<file path="src/hw/srfc_map.svh">
/*
 Register offsets, field positions, reset values and timing counts of the
 SDRAM refresh control block. Assumes byte addressing on the register bus.
*/
`ifndef SRFC_MAP_SVH
`define SRFC_MAP_SVH
`define SRFC_OFS_MEMCTL   9'h100
`define SRFC_OFS_BLKEN    9'h118
`define SRFC_OFS_STAT     9'h11C
`define SRFC_MEMCTL_RST   16'h0000
`define SRFC_MEMCTL_WMASK 16'hBFFF
`define SRFC_BLKEN_RST    2'h0
`define SRFC_BIT_SYNC     15
`define SRFC_BIT_NOMUX    13
`define SRFC_BIT_CKECMD   12
`define SRFC_BIT_SLEEP    11
`define SRFC_GAP_HI       10
`define SRFC_GAP_LO       9
`define SRFC_RC_HI        8
`define SRFC_GAP_00       4'h3
`define SRFC_GAP_01       4'h6
`define SRFC_GAP_1X       4'h9
`define SRFC_TICK_LOW     4'hF
`endif

</file>
<file path="src/hw/srfc_pkg.sv">
/*
 Types shared by the SDRAM refresh control block.
 Assumes nothing beyond the register map header.
*/
package srfc_pkg;
  typedef enum logic [2:0] {
    SRFC_IDLE  = 3'b000,
    SRFC_PRE   = 3'b001,
    SRFC_REF   = 3'b010,
    SRFC_GAP   = 3'b011,
    SRFC_SELF  = 3'b100,
    SRFC_SLEEP = 3'b101,
    SRFC_EXIT  = 3'b110
  } srfc_state_t;

  typedef struct packed {
    logic [1:0] cs_n;
    logic       ras_n;
    logic       cas_n;
    logic       we_n;
  } srfc_cmd_t;
endpackage

</file>
<file path="src/hw/srfc_ctrl.sv">
/*
 Refresh and mode control of an SDRAM controller, with a classic Wishbone
 register slave. Assumes an access sequencer on the same clock that honours
 refresh_hold and activate_ok, and SDRAM clocked from clk.
*/
// Summary of operation
// (RULE1) Sync mode bit sticks until reset
// (RULE2) Software sets sync mode bit first
// (RULE3) No-mux bit disables column address muxing
// (RULE4) Command mode off: pin is clock enable
// (RULE5) Command mode on: pin carries command
// (RULE6) External logic routes command, self-refresh
// (RULE7) Sleep request enters, clear exits self-refresh
// (RULE8) Interval counter frozen during self-refresh
// (RULE9) Refresh-to-activate gap 3, 6 or 9
// (RULE10) Refresh every (count+1)*16 clocks
// (RULE11) Refresh only enabled memory blocks
// (RULE12) Precharge all first, wait for access
`include "srfc_map.svh"
module srfc_ctrl
  import srfc_pkg::*;
(
  input  wire logic        clk,
  input  wire logic        reset,
  input  wire logic        wb_cyc_i,
  input  wire logic        wb_stb_i,
  input  wire logic        wb_we_i,
  input  wire logic [8:0]  wb_adr_i,
  input  wire logic [3:0]  wb_sel_i,
  input  wire logic [31:0] wb_dat_i,
  output logic      [31:0] wb_dat_o,
  output logic             wb_ack_o,
  input  wire logic        access_busy,
  input  wire logic        cke_cmd_bit,
  output srfc_cmd_t        mem_cmd,
  output logic             mem_clock_enable_pin,
  output logic             col_addr_mux_en,
  output logic             refresh_hold,
  output logic             activate_ok,
  output logic             sync_mode
);

  logic [15:0] memctl_q;
  logic [1:0]  blken_q;
  logic        ack_q;
  logic [31:0] rdat_q;
  srfc_state_t st_q;
  srfc_state_t st_d;
  logic        sleep_tgt_q;
  logic [3:0]  gap_q;
  logic [12:0] tick_q;
  logic        pend_q;
  srfc_cmd_t   cmd_q;
  logic        cke_q;

  // Register bus decode
  wire bus_req  = wb_cyc_i & wb_stb_i & ~ack_q;
  wire wr_req   = bus_req & wb_we_i;
  wire hit_ctl  = (wb_adr_i == `SRFC_OFS_MEMCTL);
  wire hit_blk  = (wb_adr_i == `SRFC_OFS_BLKEN);
  wire hit_stat = (wb_adr_i == `SRFC_OFS_STAT);

  function automatic logic [15:0] merge16(input logic [15:0] old_v,
                                          input logic [15:0] new_v,
                                          input logic [1:0]  sel);
    merge16 = {sel[1] ? new_v[15:8] : old_v[15:8],
               sel[0] ? new_v[7:0]  : old_v[7:0]};
  endfunction

  wire [15:0] ctl_wr = merge16(memctl_q, wb_dat_i[15:0], wb_sel_i[1:0])
                       & `SRFC_MEMCTL_WMASK;
  // Once set the sync bit ignores software clears
  wire        sync_d = memctl_q[`SRFC_BIT_SYNC] | ctl_wr[`SRFC_BIT_SYNC]; // RULE1
  wire [15:0] ctl_d  = {sync_d, ctl_wr[14:0]};

  // Field views
  wire       sync_q   = memctl_q[`SRFC_BIT_SYNC];
  wire       nomux    = memctl_q[`SRFC_BIT_NOMUX];
  wire       ckecmd   = memctl_q[`SRFC_BIT_CKECMD];
  wire [1:0] gap_sel  = memctl_q[`SRFC_GAP_HI:`SRFC_GAP_LO];
  wire [8:0] rc       = memctl_q[`SRFC_RC_HI:0];
  wire       sleeping = (st_q == SRFC_SELF) | (st_q == SRFC_SLEEP);

  // Command mode blocks the sleep request entirely
  wire sleep_req = sync_q & memctl_q[`SRFC_BIT_SLEEP] & ~ckecmd; // RULE5 RULE7

  wire [3:0] gap_len = gap_sel[1] ? `SRFC_GAP_1X :
                       gap_sel[0] ? `SRFC_GAP_01 : `SRFC_GAP_00; // RULE9

  // (rc+1)*16 clocks per interval, counting down to zero
  wire [12:0] tick_reload = {rc, `SRFC_TICK_LOW}; // RULE10
  wire        tick_run    = sync_q & ~sleeping; // RULE8
  wire        tick_done   = tick_run & (tick_q == 13'h0000);
  wire        pend_set    = tick_done & (|blken_q); // RULE11

  wire [31:0] rd_mux = hit_ctl  ? {16'h0000, memctl_q} :
                       hit_blk  ? {30'h00000000, blken_q} :
                       hit_stat ? {27'h0000000, pend_q, st_q, sleeping} :
                       32'h00000000;

  always_ff @(posedge clk) begin
    if (reset) begin
      memctl_q <= `SRFC_MEMCTL_RST; // RULE2
      blken_q  <= `SRFC_BLKEN_RST;
    end else begin
      if (wr_req & hit_ctl) begin
        memctl_q <= ctl_d;
      end
      if (wr_req & hit_blk & wb_sel_i[0]) begin
        blken_q <= wb_dat_i[1:0];
      end
    end
  end

  always_ff @(posedge clk) begin
    if (reset) begin
      ack_q  <= 1'b0;
      rdat_q <= 32'h00000000;
    end else begin
      ack_q  <= bus_req;
      rdat_q <= rd_mux;
    end
  end

  // Sequencer
  always_comb begin
    st_d = st_q;
    unique case (st_q)
      SRFC_IDLE: begin
        // Pending work waits for the running access to finish
        if (~access_busy & (pend_q | sleep_req)) begin // RULE12
          st_d = SRFC_PRE;
        end
      end
      SRFC_PRE: begin
        st_d = sleep_tgt_q ? SRFC_SELF : SRFC_REF; // RULE12
      end
      SRFC_REF: begin
        st_d = SRFC_GAP;
      end
      SRFC_GAP: begin
        if (gap_q == 4'h1) begin
          st_d = SRFC_IDLE;
        end
      end
      SRFC_SELF: begin
        st_d = SRFC_SLEEP;
      end
      SRFC_SLEEP: begin
        if (~sleep_req) begin
          st_d = SRFC_EXIT; // RULE7
        end
      end
      SRFC_EXIT: begin
        st_d = SRFC_IDLE;
      end
      default: begin
        st_d = SRFC_IDLE;
      end
    endcase
  end

  // Outputs decoded from the next state, then registered
  function automatic srfc_cmd_t cmd_of(input srfc_state_t s, input logic [1:0] en);
    unique case (s)
      SRFC_PRE:  cmd_of = '{cs_n: 2'b00, ras_n: 1'b0, cas_n: 1'b1, we_n: 1'b0};
      SRFC_REF:  cmd_of = '{cs_n: ~en, ras_n: 1'b0, cas_n: 1'b0, we_n: 1'b1};
      SRFC_SELF: cmd_of = '{cs_n: 2'b00, ras_n: 1'b0, cas_n: 1'b0, we_n: 1'b1};
      SRFC_EXIT: cmd_of = '{cs_n: 2'b00, ras_n: 1'b1, cas_n: 1'b1, we_n: 1'b1};
      default:   cmd_of = '{cs_n: 2'b11, ras_n: 1'b1, cas_n: 1'b1, we_n: 1'b1};
    endcase
  endfunction

  wire cke_d = ~((st_d == SRFC_SELF) | (st_d == SRFC_SLEEP)); // RULE4 RULE7

  always_ff @(posedge clk) begin
    if (reset) begin
      st_q        <= SRFC_IDLE;
      sleep_tgt_q <= 1'b0;
      gap_q       <= 4'h0;
      cmd_q       <= '{cs_n: 2'b11, ras_n: 1'b1, cas_n: 1'b1, we_n: 1'b1};
      cke_q       <= 1'b1;
    end else begin
      st_q  <= st_d;
      cmd_q <= cmd_of(st_d, blken_q); // RULE11
      cke_q <= ckecmd ? cke_cmd_bit : cke_d; // RULE4 RULE5
      if (st_q == SRFC_IDLE) begin
        sleep_tgt_q <= sleep_req;
      end
      if (st_q == SRFC_REF) begin
        gap_q <= gap_len; // RULE9
      end else if (st_q == SRFC_GAP) begin
        gap_q <= gap_q - 4'h1;
      end
    end
  end

  // Refresh interval; a fresh tick wins over the clear
  always_ff @(posedge clk) begin
    if (reset) begin
      tick_q <= 13'h0000;
      pend_q <= 1'b0;
    end else begin
      if (tick_done | ~sync_q) begin
        tick_q <= tick_reload; // RULE10
      end else if (tick_run) begin
        tick_q <= tick_q - 13'h0001;
      end
      if (pend_set) begin
        pend_q <= 1'b1;
      end else if (st_d == SRFC_REF) begin
        pend_q <= 1'b0;
      end
    end
  end

  assign wb_ack_o             = ack_q;
  assign wb_dat_o             = rdat_q;
  assign mem_cmd              = cmd_q;
  assign mem_clock_enable_pin = cke_q;
  assign col_addr_mux_en      = ~nomux; // RULE3
  assign refresh_hold         = pend_q | sleep_req | (st_q != SRFC_IDLE); // RULE12
  assign activate_ok          = (st_q == SRFC_IDLE) & ~pend_q & ~sleep_req;
  assign sync_mode            = sync_q;
endmodule // srfc_ctrl

</file>
<file path="config.mk">
export PLATFORM = sky130hd
export DESIGN_NAME = srfc_ctrl
export DESIGN_NICKNAME = d
export VERILOG_FILES = /design/src/hw/srfc_pkg.sv /design/src/hw/srfc_ctrl.sv
export VERILOG_INCLUDE_DIRS = /design/src /design/src/hw
export SDC_FILE = /design/constraint.sdc
export NUM_CORES = 1
export LEC_CHECK = 0
export ABC_AREA = 1
export BUFFER_PORTS_ARGS = -buffer_cell sky130_fd_sc_hd__buf_2
export CORE_ASPECT_RATIO = 0.6
export CORE_MARGIN = 2
export CORE_UTILIZATION = 55
export CTS_CLUSTER_SIZE = 10
export DETAILED_ROUTE_END_ITERATION = 8
export GPL_ROUTABILITY_DRIVEN = 0
export GPL_TIMING_DRIVEN = 0
export PLACE_DENSITY_LB_ADDON = 0.2
export RECOVER_POWER = 25
export SYNTH_ARGS = -nofsm -noshare
export SYNTH_HDL_FRONTEND = slang
export SYNTH_SLANG_ARGS = --single-unit
</file>
<file path="constraint.sdc">
create_clock -name clk -period 2.91 [get_ports clk]
set_clock_uncertainty 0.15 [all_clocks]
set_input_delay 0.582 -clock clk [delete_from_list [all_inputs] [get_ports clk]]
set_output_delay 0.582 -clock clk [all_outputs]
set_load 0.1 [all_outputs]
</file>
# Word level (Yosys, flattened, before mapping)
# Cells that the tools add are included.
[op_classes] addsub=2 n_reduce_logical=10 bitwise=30 n_eq_ne=14 muxes=19
[ops] operator="$eq 9x9->1 const B" count=3
[ops] operator="$mux 13" count=2
[ops] operator="$pmux 5 s4" count=1
[ops] operator="$pmux 3 s6" count=1
[ops] operator="$mux 16" count=1
[ops] operator="$eq 3x3->1 const B" count=5
[ops] operator="$mux 3" count=5
[ops] operator="$and 1x1->1" count=14
[ops] operator="$logic_not 13->1" count=1
[ops] operator="$sub 13x1->13 const B" count=1
[ops] operator="$mux 4" count=3
[ops] operator="$mux 5" count=2
[ops] operator="$eq 3x2->1 const B" count=3
[ops] operator="$not 1->1" count=9
[ops] operator="$mux 8" count=1
[ops] operator="$eq 3x1->1 const B" count=2
[ops] operator="$or 1x1->1" count=6
[ops] operator="$reduce_bool 2->1" count=3
[ops] operator="$eq 4x1->1 const B" count=1
[ops] operator="$reduce_and 2->1" count=2
[ops] operator="$sub 4x1->4 const B" count=1
[ops] operator="$logic_not 3->1" count=1
[ops] operator="$mux 1" count=3
[ops] operator="$reduce_bool 3->1" count=1
[ops] operator="3 further kinds" count=3
[totals] elab_cells=93 ff_bits=78 output_inout_bits=43

# Longest topological paths before layout
# Gate-level depths: netlist of run 1.
[depth] ltp_word=10 depth_mapped=11 mapped_depth_nobuf=11

# Worst setup path after synthesis of run 1
# Ideal clock, no wire load.
[synth_timing] path_type="register -> output" startpoint="register memctl_q[15]" endpoint="output port activate_ok" arrival_ps=2704 stages_incl_launch_ff=5 path_slack_ps=-526 required_ps=2178 path_cell_list="dfxtp_1 -> buf_2 -> a31oi_1 -> nand2_1 -> inv_1"
[synth_via] elab_chain_cells=4
[synth_lines] element="start: declaration" line="srfc_ctrl.sv:43" text="logic [15:0] memctl_q;"
[synth_lines] element="start signal: assignment" line="srfc_ctrl.sv:103" text="memctl_q <= `SRFC_MEMCTL_RST;"
[synth_lines] element="start signal: assignment" line="srfc_ctrl.sv:107" text="memctl_q <= ctl_d;"
[synth_lines] element="$and 1x1->1 (2 in series)" line="srfc_ctrl.sv:85" text="wire sleep_req = sync_q & memctl_q[`SRFC_BIT_SLEEP] & ~ckecmd;"
[synth_lines] element="$not 1->1" line="srfc_ctrl.sv:223" text="assign activate_ok = (st_q == SRFC_IDLE) & ~pend_q & ~sleep_req;"
[synth_lines] element="$and 1x1->1" line="srfc_ctrl.sv:223"
[synth_lines] element="end: declaration" line="srfc_ctrl.sv:39" text="output logic activate_ok,"
# No other way between the ends.

# Worst setup path in the final report of run 1
# Same ends and word-level chain as after synthesis.

==> out/qor.txt, run 1 <==
DRT iter0 DRCs: 294
Clock share of power: 0.404
Mean post-synth cell area: 7.03 sq um
WP data arrival: 1710 ps
Setup crit end kind: output port
Most common cell after layout, fill and taps aside: nand2_1
Slowest stage delay, CP: 410 ps
CTS HTree Levels: 3
Grt total ovfl: 0
Switching Fraction: 0.276
Fmax: 409 MHz
Multiplexer share of the synthesized area: 0
Worst-path cell chain: clkbuf_1, a31oi_1, nand2_2, inv_1, buf_2
Worst endpoint required time: 2180 ps
I/O Buffers: 57
Vias: 2,949
Wire per inst: 12.6 um
Lkg Pwr: 1.87 nW
Crit path buffers/inverters: 3
Synthesized-area fraction occupied by adder cells: 0.0123
Initial Util: 0.585
Placed cell count: 572
Filler cells: 422
Delay-heaviest family, CP: buffers and inverters
Synth cell types: 34
Final wirelength: 7.41 mm
Nets: 572
CTS tree: yes
Pwr dens: 480 mW/mm^2
YS warnings: 0
Post-route ant nets: 0
Tmin final: 2440 ps
Final cell count without fillers: 587
Final Hold Viols: 0
IO Pins: 95
Sink Count: 61
# DRC: 0
# diodes: 0
Resized Gates After CTS: 0
EDFF count, synth: 0
Detailed Place HPWL: 5.54 mm
Fin. max-slew vios: 0
Post-route setup slack: 466 ps
Clk slew on worst S/H paths: 60 ps
Initial antenna violation count: 0
TritonCTS buffer count: 9
CP Max Fanout: 7
Die height: 61.6 um
Largest family of logic cells by synthesized area: simple AND/OR/NAND/NOR gates
Post-synthesis simple-gate area fraction: 0.335
CTS Hold Buffers Added: 0
Crit path max-delay cell type: buf_2
Die area: 0.00617 sq mm
Vias per Instance: 5.02
Comb pwr share: 0.111
Core area: 0.00520 sq mm
Int Pwr: 1.26 mW
Seq pwr share: 0.485
Synth Flop Type: dfxtp_1
DP Worst Slack: 887 ps
Die width: 100 um
Final period util: 0.840
Register area share after synthesis: 0.401
Tightest Pin Transition: 580 ps
Max Cap Viol: 0
Run status: finished, final reports clean
Mapped Area: 0.00304 sq mm
#FFs+latches synth: 61
Vias in the first global route: 2,566
Synth Area in XOR/XNOR: 0.0201
Setup Buffers After CTS: 0
Share of cells above drive strength 1: 0.219
Root buffer cell: clkbuf_8
Largest net degree at the start of global routing: 11
Crit Path Class: flip-flop to output port
Count of final setup violators: 0
Setup crit start kind: flip-flop
Clk_lat worst skew: 350 ps
Syn Inst Count: 433
Sw power: 0.480 mW
Most frequent cells in the layout: 94 x nand2_1, 71 x nor2_1, 63 x inv_1, 61 x dfxtp_1, 57 x buf_2
Compound-Gate Fraction of Synth Area: 0.0748
RSZ-0062 raised after global routing: no
Max transition margin: 0.614
Seq. cell area: 0.00122 sq mm
Worst hold slack: 297 ps
Tot GR Track Use: 0.253
Multi-input gate area: 0.00139 sq mm
Fin Setup TNS: 0 ps
Pre-antenna DRT Iters: 5
Asr flop ratio synth: 0
Clock Tree Buf Depth: 2
HP Class: flip-flop to flip-flop
# rows: 20
First-pass GRT wire length: 11.6 mm
Peak supply drop: 0.306 mV
Layout area overhead: 18.7%
## layer usage
| layer | wire length [um] | GRT usage |
|---|---|---|
| met5 | 0 | 0 |
| met3 | 800 | 0.0851 |
| met1 | 3350 | 0.331 |
| met4 | 151 | 0.0959 |
| met2 | 3110 | 0.395 |
## cells by family (layout without fill, tap and decap cells)
logic type,after synthesis,in the layout
buffers and inverters,95,167
adder cells (fa/ha/maj),3,3
AND/OR/NAND/NOR,224,224
flip-flops,61,61
XOR/XNOR,7,7
other,1,17
AO/OA/AOI/OAI,42,42
## per-stage QoR
stage	power (mW)	utilization	area (sq um)
2_1_floorplan	1.02	-	3110
3_3_place_gp	1.05	0.668	3480
3_5_place_dp	1.06	0.668	3480
4_1_cts	1.75	0.703	3660
5_1_grt	1.79	0.694	3610
6_report	1.74	0.694	3610
## area by class of cell
class / instances / area share
multi-input combinational: 293 / 0.384
sequential: 61 / 0.338
timing repair buffer: 57 / 0.0789
inverter: 67 / 0.0699
buffer: 28 / 0.0551
clock buffer: 12 / 0.0457
tap: 66 / 0.0229
clock inverter: 3 / 0.00554
## synthesized netlist by cell type (all sizes together), types with 2 or more instances
master	count	area [sq um]
buf	26	210
clkbuf	2	7.51
xnor2	2	17.5
xor2	5	43.8
nand4	7	43.8
nand2	102	420
dfxtp	61	1220
o21ai	17	85.1
nand3	29	168
a21oi	17	85.1
nor2	77	322
o211ai	3	22.5
a31oi	2	12.5
nor3	7	51.3
ha	3	37.5
inv	67	257
## flip-flops by register name, summed over array words and instances (netlist names)
register              count
pend_q                    1
gap_q                     4
mem_clock_enable_pin      1
tick_q                   13
st_q                      3
sleep_tgt_q               1
wb_ack_o                  1
mem_cmd                   5
wb_dat_o                 15
memctl_q                 15
blken_q                   2
## power by group through the flow
stage / combinational (mW) / clock, mW / sequential [mW]
finish: 0.193 / 0.700 / 0.842
floorplan: 0.154 / 0 / 0.864
CTS: 0.197 / 0.710 / 0.842
detailed placement: 0.196 / 0 / 0.860
global placement: 0.193 / 0 / 0.860
global route: 0.203 / 0.745 / 0.842
## final timing paths
check,cells after the start,startpoint,slack [ps],end
worst min-delay path,1,wb_ack_o,300,wb_ack_o
worst min register to register,1,wb_ack_o,300,wb_ack_o
worst max register to register,10,memctl_q[15],960,tick_q[7]
worst max-delay path,5,memctl_q[15],470,activate_ok
(Power assumes the default switching activity.)
==> run 2: changes to the inputs <==
CORE_UTILIZATION = 51   (was 55)
clock period = 2.6 ns   (was 2.91 ns; I/O delays follow)
==> out/qor.txt, run 2 (synthesis gave the netlist of run 1 again) <==
Count of final setup violators: 0 (unchanged)
Delay-heaviest family, CP: buffers and inverters (unchanged)
Grt total ovfl: 0 (unchanged)
Most common cell after layout, fill and taps aside: nand2_1 (unchanged)
CP Max Fanout: 7 (unchanged)
Fin Setup TNS: 0 ps (unchanged)
Wire per inst: 12.6 um (about the same)
Peak supply drop: 0.287 mV (was 0.306 mV)
WP data arrival: 1790 ps (was 1710 ps)
Post-layout util: 0.644 (was 0.694)
CTS HTree Levels: 3 (unchanged)
Hold_sp: wb_dat_i[10] (was wb_ack_o)
Die height: 63.8 um (was 61.6 um)
Most frequent cells in the layout: 95 x nand2_1, 71 x nor2_1, 62 x inv_1, 60 x dfxtp_1, 58 x buf_2 (was 94 x nand2_1, 71 x nor2_1, 63 x inv_1, 61 x dfxtp_1, 57 x buf_2)
Lkg Pwr: 1.88 nW (was 1.87 nW)
Initial Util: 0.536 (was 0.585)
Largest net degree at the start of global routing: 12 (was 11)
Tot GR Track Use: 0.237 (was 0.253)
Crit Path Class: flip-flop to output port (unchanged)
Int Pwr: 1.53 mW (was 1.26 mW)
Sw power: 0.549 mW (was 0.480 mW)
Die width: 104 um (was 100 um)
Clk_lat worst skew: 340 ps (was 350 ps)
Initial antenna violation count: 0 (unchanged)
Core area: 0.00568 sq mm (was 0.00520 sq mm)
Layout area overhead: 20.1% (was 18.7%)
# DRC: 0 (unchanged)
TritonCTS buffer count: 9 (unchanged)
Vias per Instance: 4.83 (was 5.02)
Post-route ant nets: 0 (unchanged)
Run status: finished, final reports clean (unchanged)
Crit path max-delay cell type: buf_2 (unchanged)
DRT iter0 DRCs: 208 (was 294)
Setup crit start kind: flip-flop (unchanged)
Nets: 572 (unchanged)
Detailed Place HPWL: 5.64 mm (was 5.54 mm)
CTS tree: yes (unchanged)
Sink Count: 61 (unchanged)
HP Class: input port to flip-flop (was flip-flop to flip-flop)
Clk slew on worst S/H paths: 60 ps (about the same)
Vias in the first global route: 2,595 (was 2,566)
Max Cap Viol: 0 (unchanged)
# rows: 21 (was 20)
Share of cells above drive strength 1: 0.220 (was 0.219)
Slowest stage delay, CP: 410 ps (about the same)
CP Launch Point: memctl_q[15] (unchanged)
Crit path buffers/inverters: 3 (unchanged)
Worst-path cell chain: buf_2, a31oi_1, nand2_4, clkinvlp_4, buf_2 (was clkbuf_1, a31oi_1, nand2_2, inv_1, buf_2)
# diodes: 0 (unchanged)
Most frequent CP cell: buf_2
Clock Tree Buf Depth: 2 (unchanged)
Clock share of power: 0.443 (was 0.404)
Die area: 0.00662 sq mm (was 0.00617 sq mm)
Setup Buffers After CTS: 0 (unchanged)
Setup crit end kind: output port (unchanged)
I/O Buffers: 57 (unchanged)
Comb pwr share: 0.104 (was 0.111)
IO Pins: 95 (unchanged)
Total power: 2.08 mW (was 1.74 mW)
RSZ-0062 raised after global routing: no (unchanged)
Resized Gates After CTS: 0 (unchanged)
Pre-antenna DRT Iters: 5 (unchanged)
Pwr dens: 568 mW/mm^2 (was 480 mW/mm^2)
Max transition margin: 0.642 (was 0.614)
Worst endpoint required time: 1930 ps (was 2180 ps)
Final Hold Viols: 0 (unchanged)
Final wirelength: 7.56 mm (was 7.41 mm)
Root buffer cell: clkbuf_8 (unchanged)
Tmin final: 2460 ps
Vias: 2,906 (was 2,949)
Fmax: 407 MHz
First-pass GRT wire length: 12.3 mm (was 11.6 mm)
Tightest Pin Transition: 536 ps (was 580 ps)
Final period util: 0.945
Fin. max-slew vios: 0 (unchanged)
CTS Hold Buffers Added: 0 (unchanged)
Worst hold slack: 248 ps (was 297 ps)
R2r startpoint: tick_q[0] (was memctl_q[15])
Seq pwr share: 0.453 (was 0.485)
Switching Fraction: 0.264 (was 0.276)
## run 2: through the flow
| step | instances | worst slack (ps) | instance area [sq um] |
|---|---|---|---|
| final | 602 | 143 | 3660 |
| after global routing | 602 | 99.5 | 3660 |
| after global placement | 586 | 563 | 3500 |
| after floorplan | 449 | 77.7 | 3120 |
| after detailed placement | 586 | 563 | 3500 |
| after CTS | 602 | 130 | 3720 |
## run 2: layout make-up
class / instances / area [sq um]
Clock buffer: 10 / 128
Tap cell: 80 / 100
Timing Repair Buffer: 57 / 284
Buffer: 28 / 194
Clock inverter: 6 / 87.6
Fill cell: 539 / 2020
Sequential cell: 61 / 1220
Multi-Input combinational cell: 293 / 1380
Inverter: 67 / 256
## run 2: path summary, 6_finish.rpt
| kind | slack [ps] | endpoint | cells past startpoint |
|---|---|---|---|
| worst max-delay path | 140 | activate_ok | 5 |
| worst min-delay path | 250 | memctl_q[10] | 3 |
| worst max register to register | 690 | tick_q[5] | 9 |
| worst min register to register | 310 | wb_ack_o | 1 |
## run 2: power groups by stage
stage	Combinational, mW	Sequential (mW)	Clock (mW)
global placement	0.218	0.963	0
finish	0.216	0.942	0.919
CTS	0.220	0.941	0.938
detailed placement	0.219	0.963	0
global route	0.227	0.941	0.979
floorplan	0.172	0.967	0
## run 2: worst min-delay path, cell delays in order
cell,delay [ps]
buf_2,70
nor2_1,30
nor2_1,80
## run 2: metal layers
metal | vias to the layer above | routed length (um) | GRT usage
li1 | 1477 | - | -
met1 | 1294 | 3850 | 0.346
met2 | 124 | 2890 | 0.322
met3 | 11 | 719 | 0.0745
met4 | 0 | 96 | 0.0861
met5 | - | 0 | 0
==> run 3: changes to the inputs <==
CELL_PAD_IN_SITES_DETAIL_PLACEMENT = 1   (was unset)
CELL_PAD_IN_SITES_GLOBAL_PLACEMENT = 2   (was unset)
CORE_UTILIZATION = 27   (was 51)
==> out/qor.txt, run 3 (synthesis gave the netlist of run 1 again) <==
CP Max Fanout: 7 (unchanged)
Max Cap Viol: 0 (unchanged)
CTS Hold Buffers Added: 0 (unchanged)
Vias: 2,845 (was 2,906)
Most frequent CP cell: buf_2 (unchanged)
# diodes: 0 (unchanged)
Min-Delay Path Depth: 3 (unchanged)
Peak supply drop: 0.342 mV (was 0.287 mV)
R2R depth: 11 (was 9)
Hold_sp: wb_dat_i[9] (was wb_dat_i[10])
Clk slew on worst S/H paths: 50 ps (was 60 ps)
Setup Buffers After CTS: 0 (unchanged)
R2r setup slk: 660 ps (was 690 ps)
Fin. max-slew vios: 0 (unchanged)
Max transition margin: 0.553 (was 0.642)
GRT Max-Usage Layer: met1 (unchanged)
IO Pins: 95 (unchanged)
Tmin final: 2410 ps (was 2460 ps)
R2r startpoint: tick_q[0] (unchanged)
Pwr dens: 605 mW/mm^2 (was 568 mW/mm^2)
Seq. cell area: 0.00122 sq mm (unchanged)
HP Class: input port to flip-flop (unchanged)
Min-Delay Endpoint: memctl_q[9] (was memctl_q[10])
Share of cells above drive strength 1: 0.221 (was 0.220)
RSZ-0062 raised after global routing: no (unchanged)
Setup crit end kind: output port (unchanged)
Tot GR Track Use: 0.159 (was 0.237)
Vias in the first global route: 2,764 (was 2,595)
Nets: 572 (unchanged)
Worst R2R End: tick_q[7] (was tick_q[5])
Grt total ovfl: 0 (unchanged)
# DRC: 0 (unchanged)
Most common cell after layout, fill and taps aside: nand2_1 (unchanged)
Fmax: 415 MHz (was 407 MHz)
Largest net degree at the start of global routing: 11 (was 12)
Filler cells: 1,377 (was 539)
I/O Buffers: 57 (unchanged)
Root buffer cell: clkbuf_16 (was clkbuf_8)
Layout area overhead: 25.1% (was 20.1%)
Post-layout util: 0.353 (was 0.644)
Die height: 86.3 um (was 63.8 um)
Final wirelength: 9.30 mm (was 7.56 mm)
Tightest Pin Transition: 671 ps (was 536 ps)
Initial Util: 0.282 (was 0.536)
Delay-heaviest family, CP: buffers and inverters (unchanged)
Most frequent cells in the layout: 95 x nand2_1, 71 x nor2_1, 63 x inv_1, 60 x buf_2, 60 x dfxtp_1 (was 95 x nand2_1, 71 x nor2_1, 62 x inv_1, 60 x dfxtp_1, 58 x buf_2)
TritonCTS buffer count: 9 (unchanged)
Final Hold Viols: 0 (unchanged)
WP data arrival: 1740 ps (was 1790 ps)
Met2 GRT Util: 0.217 (was 0.322)
Vias per Instance: 4.32 (was 4.83)
Post-route ant nets: 0 (unchanged)
Core area: 0.0108 sq mm (was 0.00568 sq mm)
Worst-path cell chain: buf_2, a31oi_1, nand2_4, clkinvlp_4, buf_2 (unchanged)
Pre-antenna DRT Iters: 4 (was 5)
Multi-input gate area: 0.00139 sq mm (was 0.00138 sq mm)
Setup crit start kind: flip-flop (unchanged)
Initial antenna violation count: 0 (unchanged)
CTS tree: yes (unchanged)
Die width: 141 um (was 104 um)
Sink Count: 61 (unchanged)
Detailed Place HPWL: 7.29 mm (was 5.64 mm)
Slowest stage delay, CP: 410 ps (about the same)
GR Layer Usage met1: 0.238 (was 0.346)
Final period util: 0.926 (was 0.945)
DRT iter0 DRCs: 93 (was 208)
Run status: finished, final reports clean (unchanged)
Clk_lat worst skew: 330 ps (was 340 ps)
Count of final setup violators: 0 (unchanged)
Die area: 0.0122 sq mm (was 0.00662 sq mm)
Wire per inst: 14.1 um (was 12.6 um)
Lkg Pwr: 1.92 nW (was 1.88 nW)
Fin Setup TNS: 0 ps (unchanged)
Worst endpoint required time: 1930 ps (about the same)
First-pass GRT wire length: 14.6 mm (was 12.3 mm)
Clock Tree Buf Depth: 2 (unchanged)
CTS HTree Levels: 3 (unchanged)
Crit path max-delay cell type: buf_2 (unchanged)
# rows: 29 (was 21)
Grt met3 use: 0.0481 (was 0.0745)
Crit path buffers/inverters: 3 (unchanged)
Crit Path Class: flip-flop to output port (unchanged)
Resized Gates After CTS: 0 (unchanged)
==> run 3: changes by cell type in the layout (fill, tap and decap cells not counted), sizes merged <==
cell      previous run  this run
bufinv               2         0
buf                 78        80
clkinv               4         1
clkinvlp             2         1
inv                 65        66
clkbuf              17        18
==> run 3: power breakdown <==
group          total (mW)  internal, mW  switching [mW]
clock network        1.14         0.736           0.406
logic               0.220        0.0504           0.169
registers           0.944         0.940         0.00354
==> run 3: metal layers <==
| layer | wire [um] | vias up |
|---|---|---|
| met3 | 556 | 6 |
| met1 | 5130 | 1300 |
| li1 | - | 1476 |
| met4 | 46 | 0 |
| met2 | 3570 | 63 |
| met5 | 0 | - |
==> run 3: worst register-to-register path: stages (launching register included) <==
cell	delay, ps
dfxtp_1	290
inv_1	150
ha_1	260
nand2_2	110
nor2_4	230
nand3_2	170
nand2_4	170
inv_2	90
nand2_1	80
nand3_1	60
nand2_1	60
inv_1	40
==> run 3: stage by stage <==
step           area, sq um  worst slack (ps)  cells  hold slack [ps]  total power, mW
2_1_floorplan         3120              77.7    449              280             1.14
3_3_place_gp          3580               527    645              276             1.19
3_5_place_dp          3580               515    645              287             1.19
4_1_cts               3860               151    659              259             2.35
5_1_grt               3810              85.3    659              273             2.41
6_report              3810               193    659              271             2.30
==> run 3: area by class of cell <==
| cell class | count | area share |
|---|---|---|
| Timing Repair Buffer | 57 | 0.0749 |
| Inverter | 67 | 0.0684 |
| Tap cell | 139 | 0.0457 |
| Multi-Input combinational cell | 293 | 0.364 |
| Clock inverter | 1 | 0.00131 |
| Buffer | 28 | 0.0513 |
| Sequential cell | 61 | 0.321 |
| Clock buffer | 13 | 0.0736 |
==> run 3: worst max path at each step <==
stage,start,to,slack (ps),depth (start not counted)
final,memctl_q[15],activate_ok,190,5
after global placement,memctl_q[15],activate_ok,530,5
after detailed placement,memctl_q[15],activate_ok,520,5
after CTS,memctl_q[15],activate_ok,150,5
after floorplan,memctl_q[15],activate_ok,80,4
after global routing,st_q[1],activate_ok,90,6
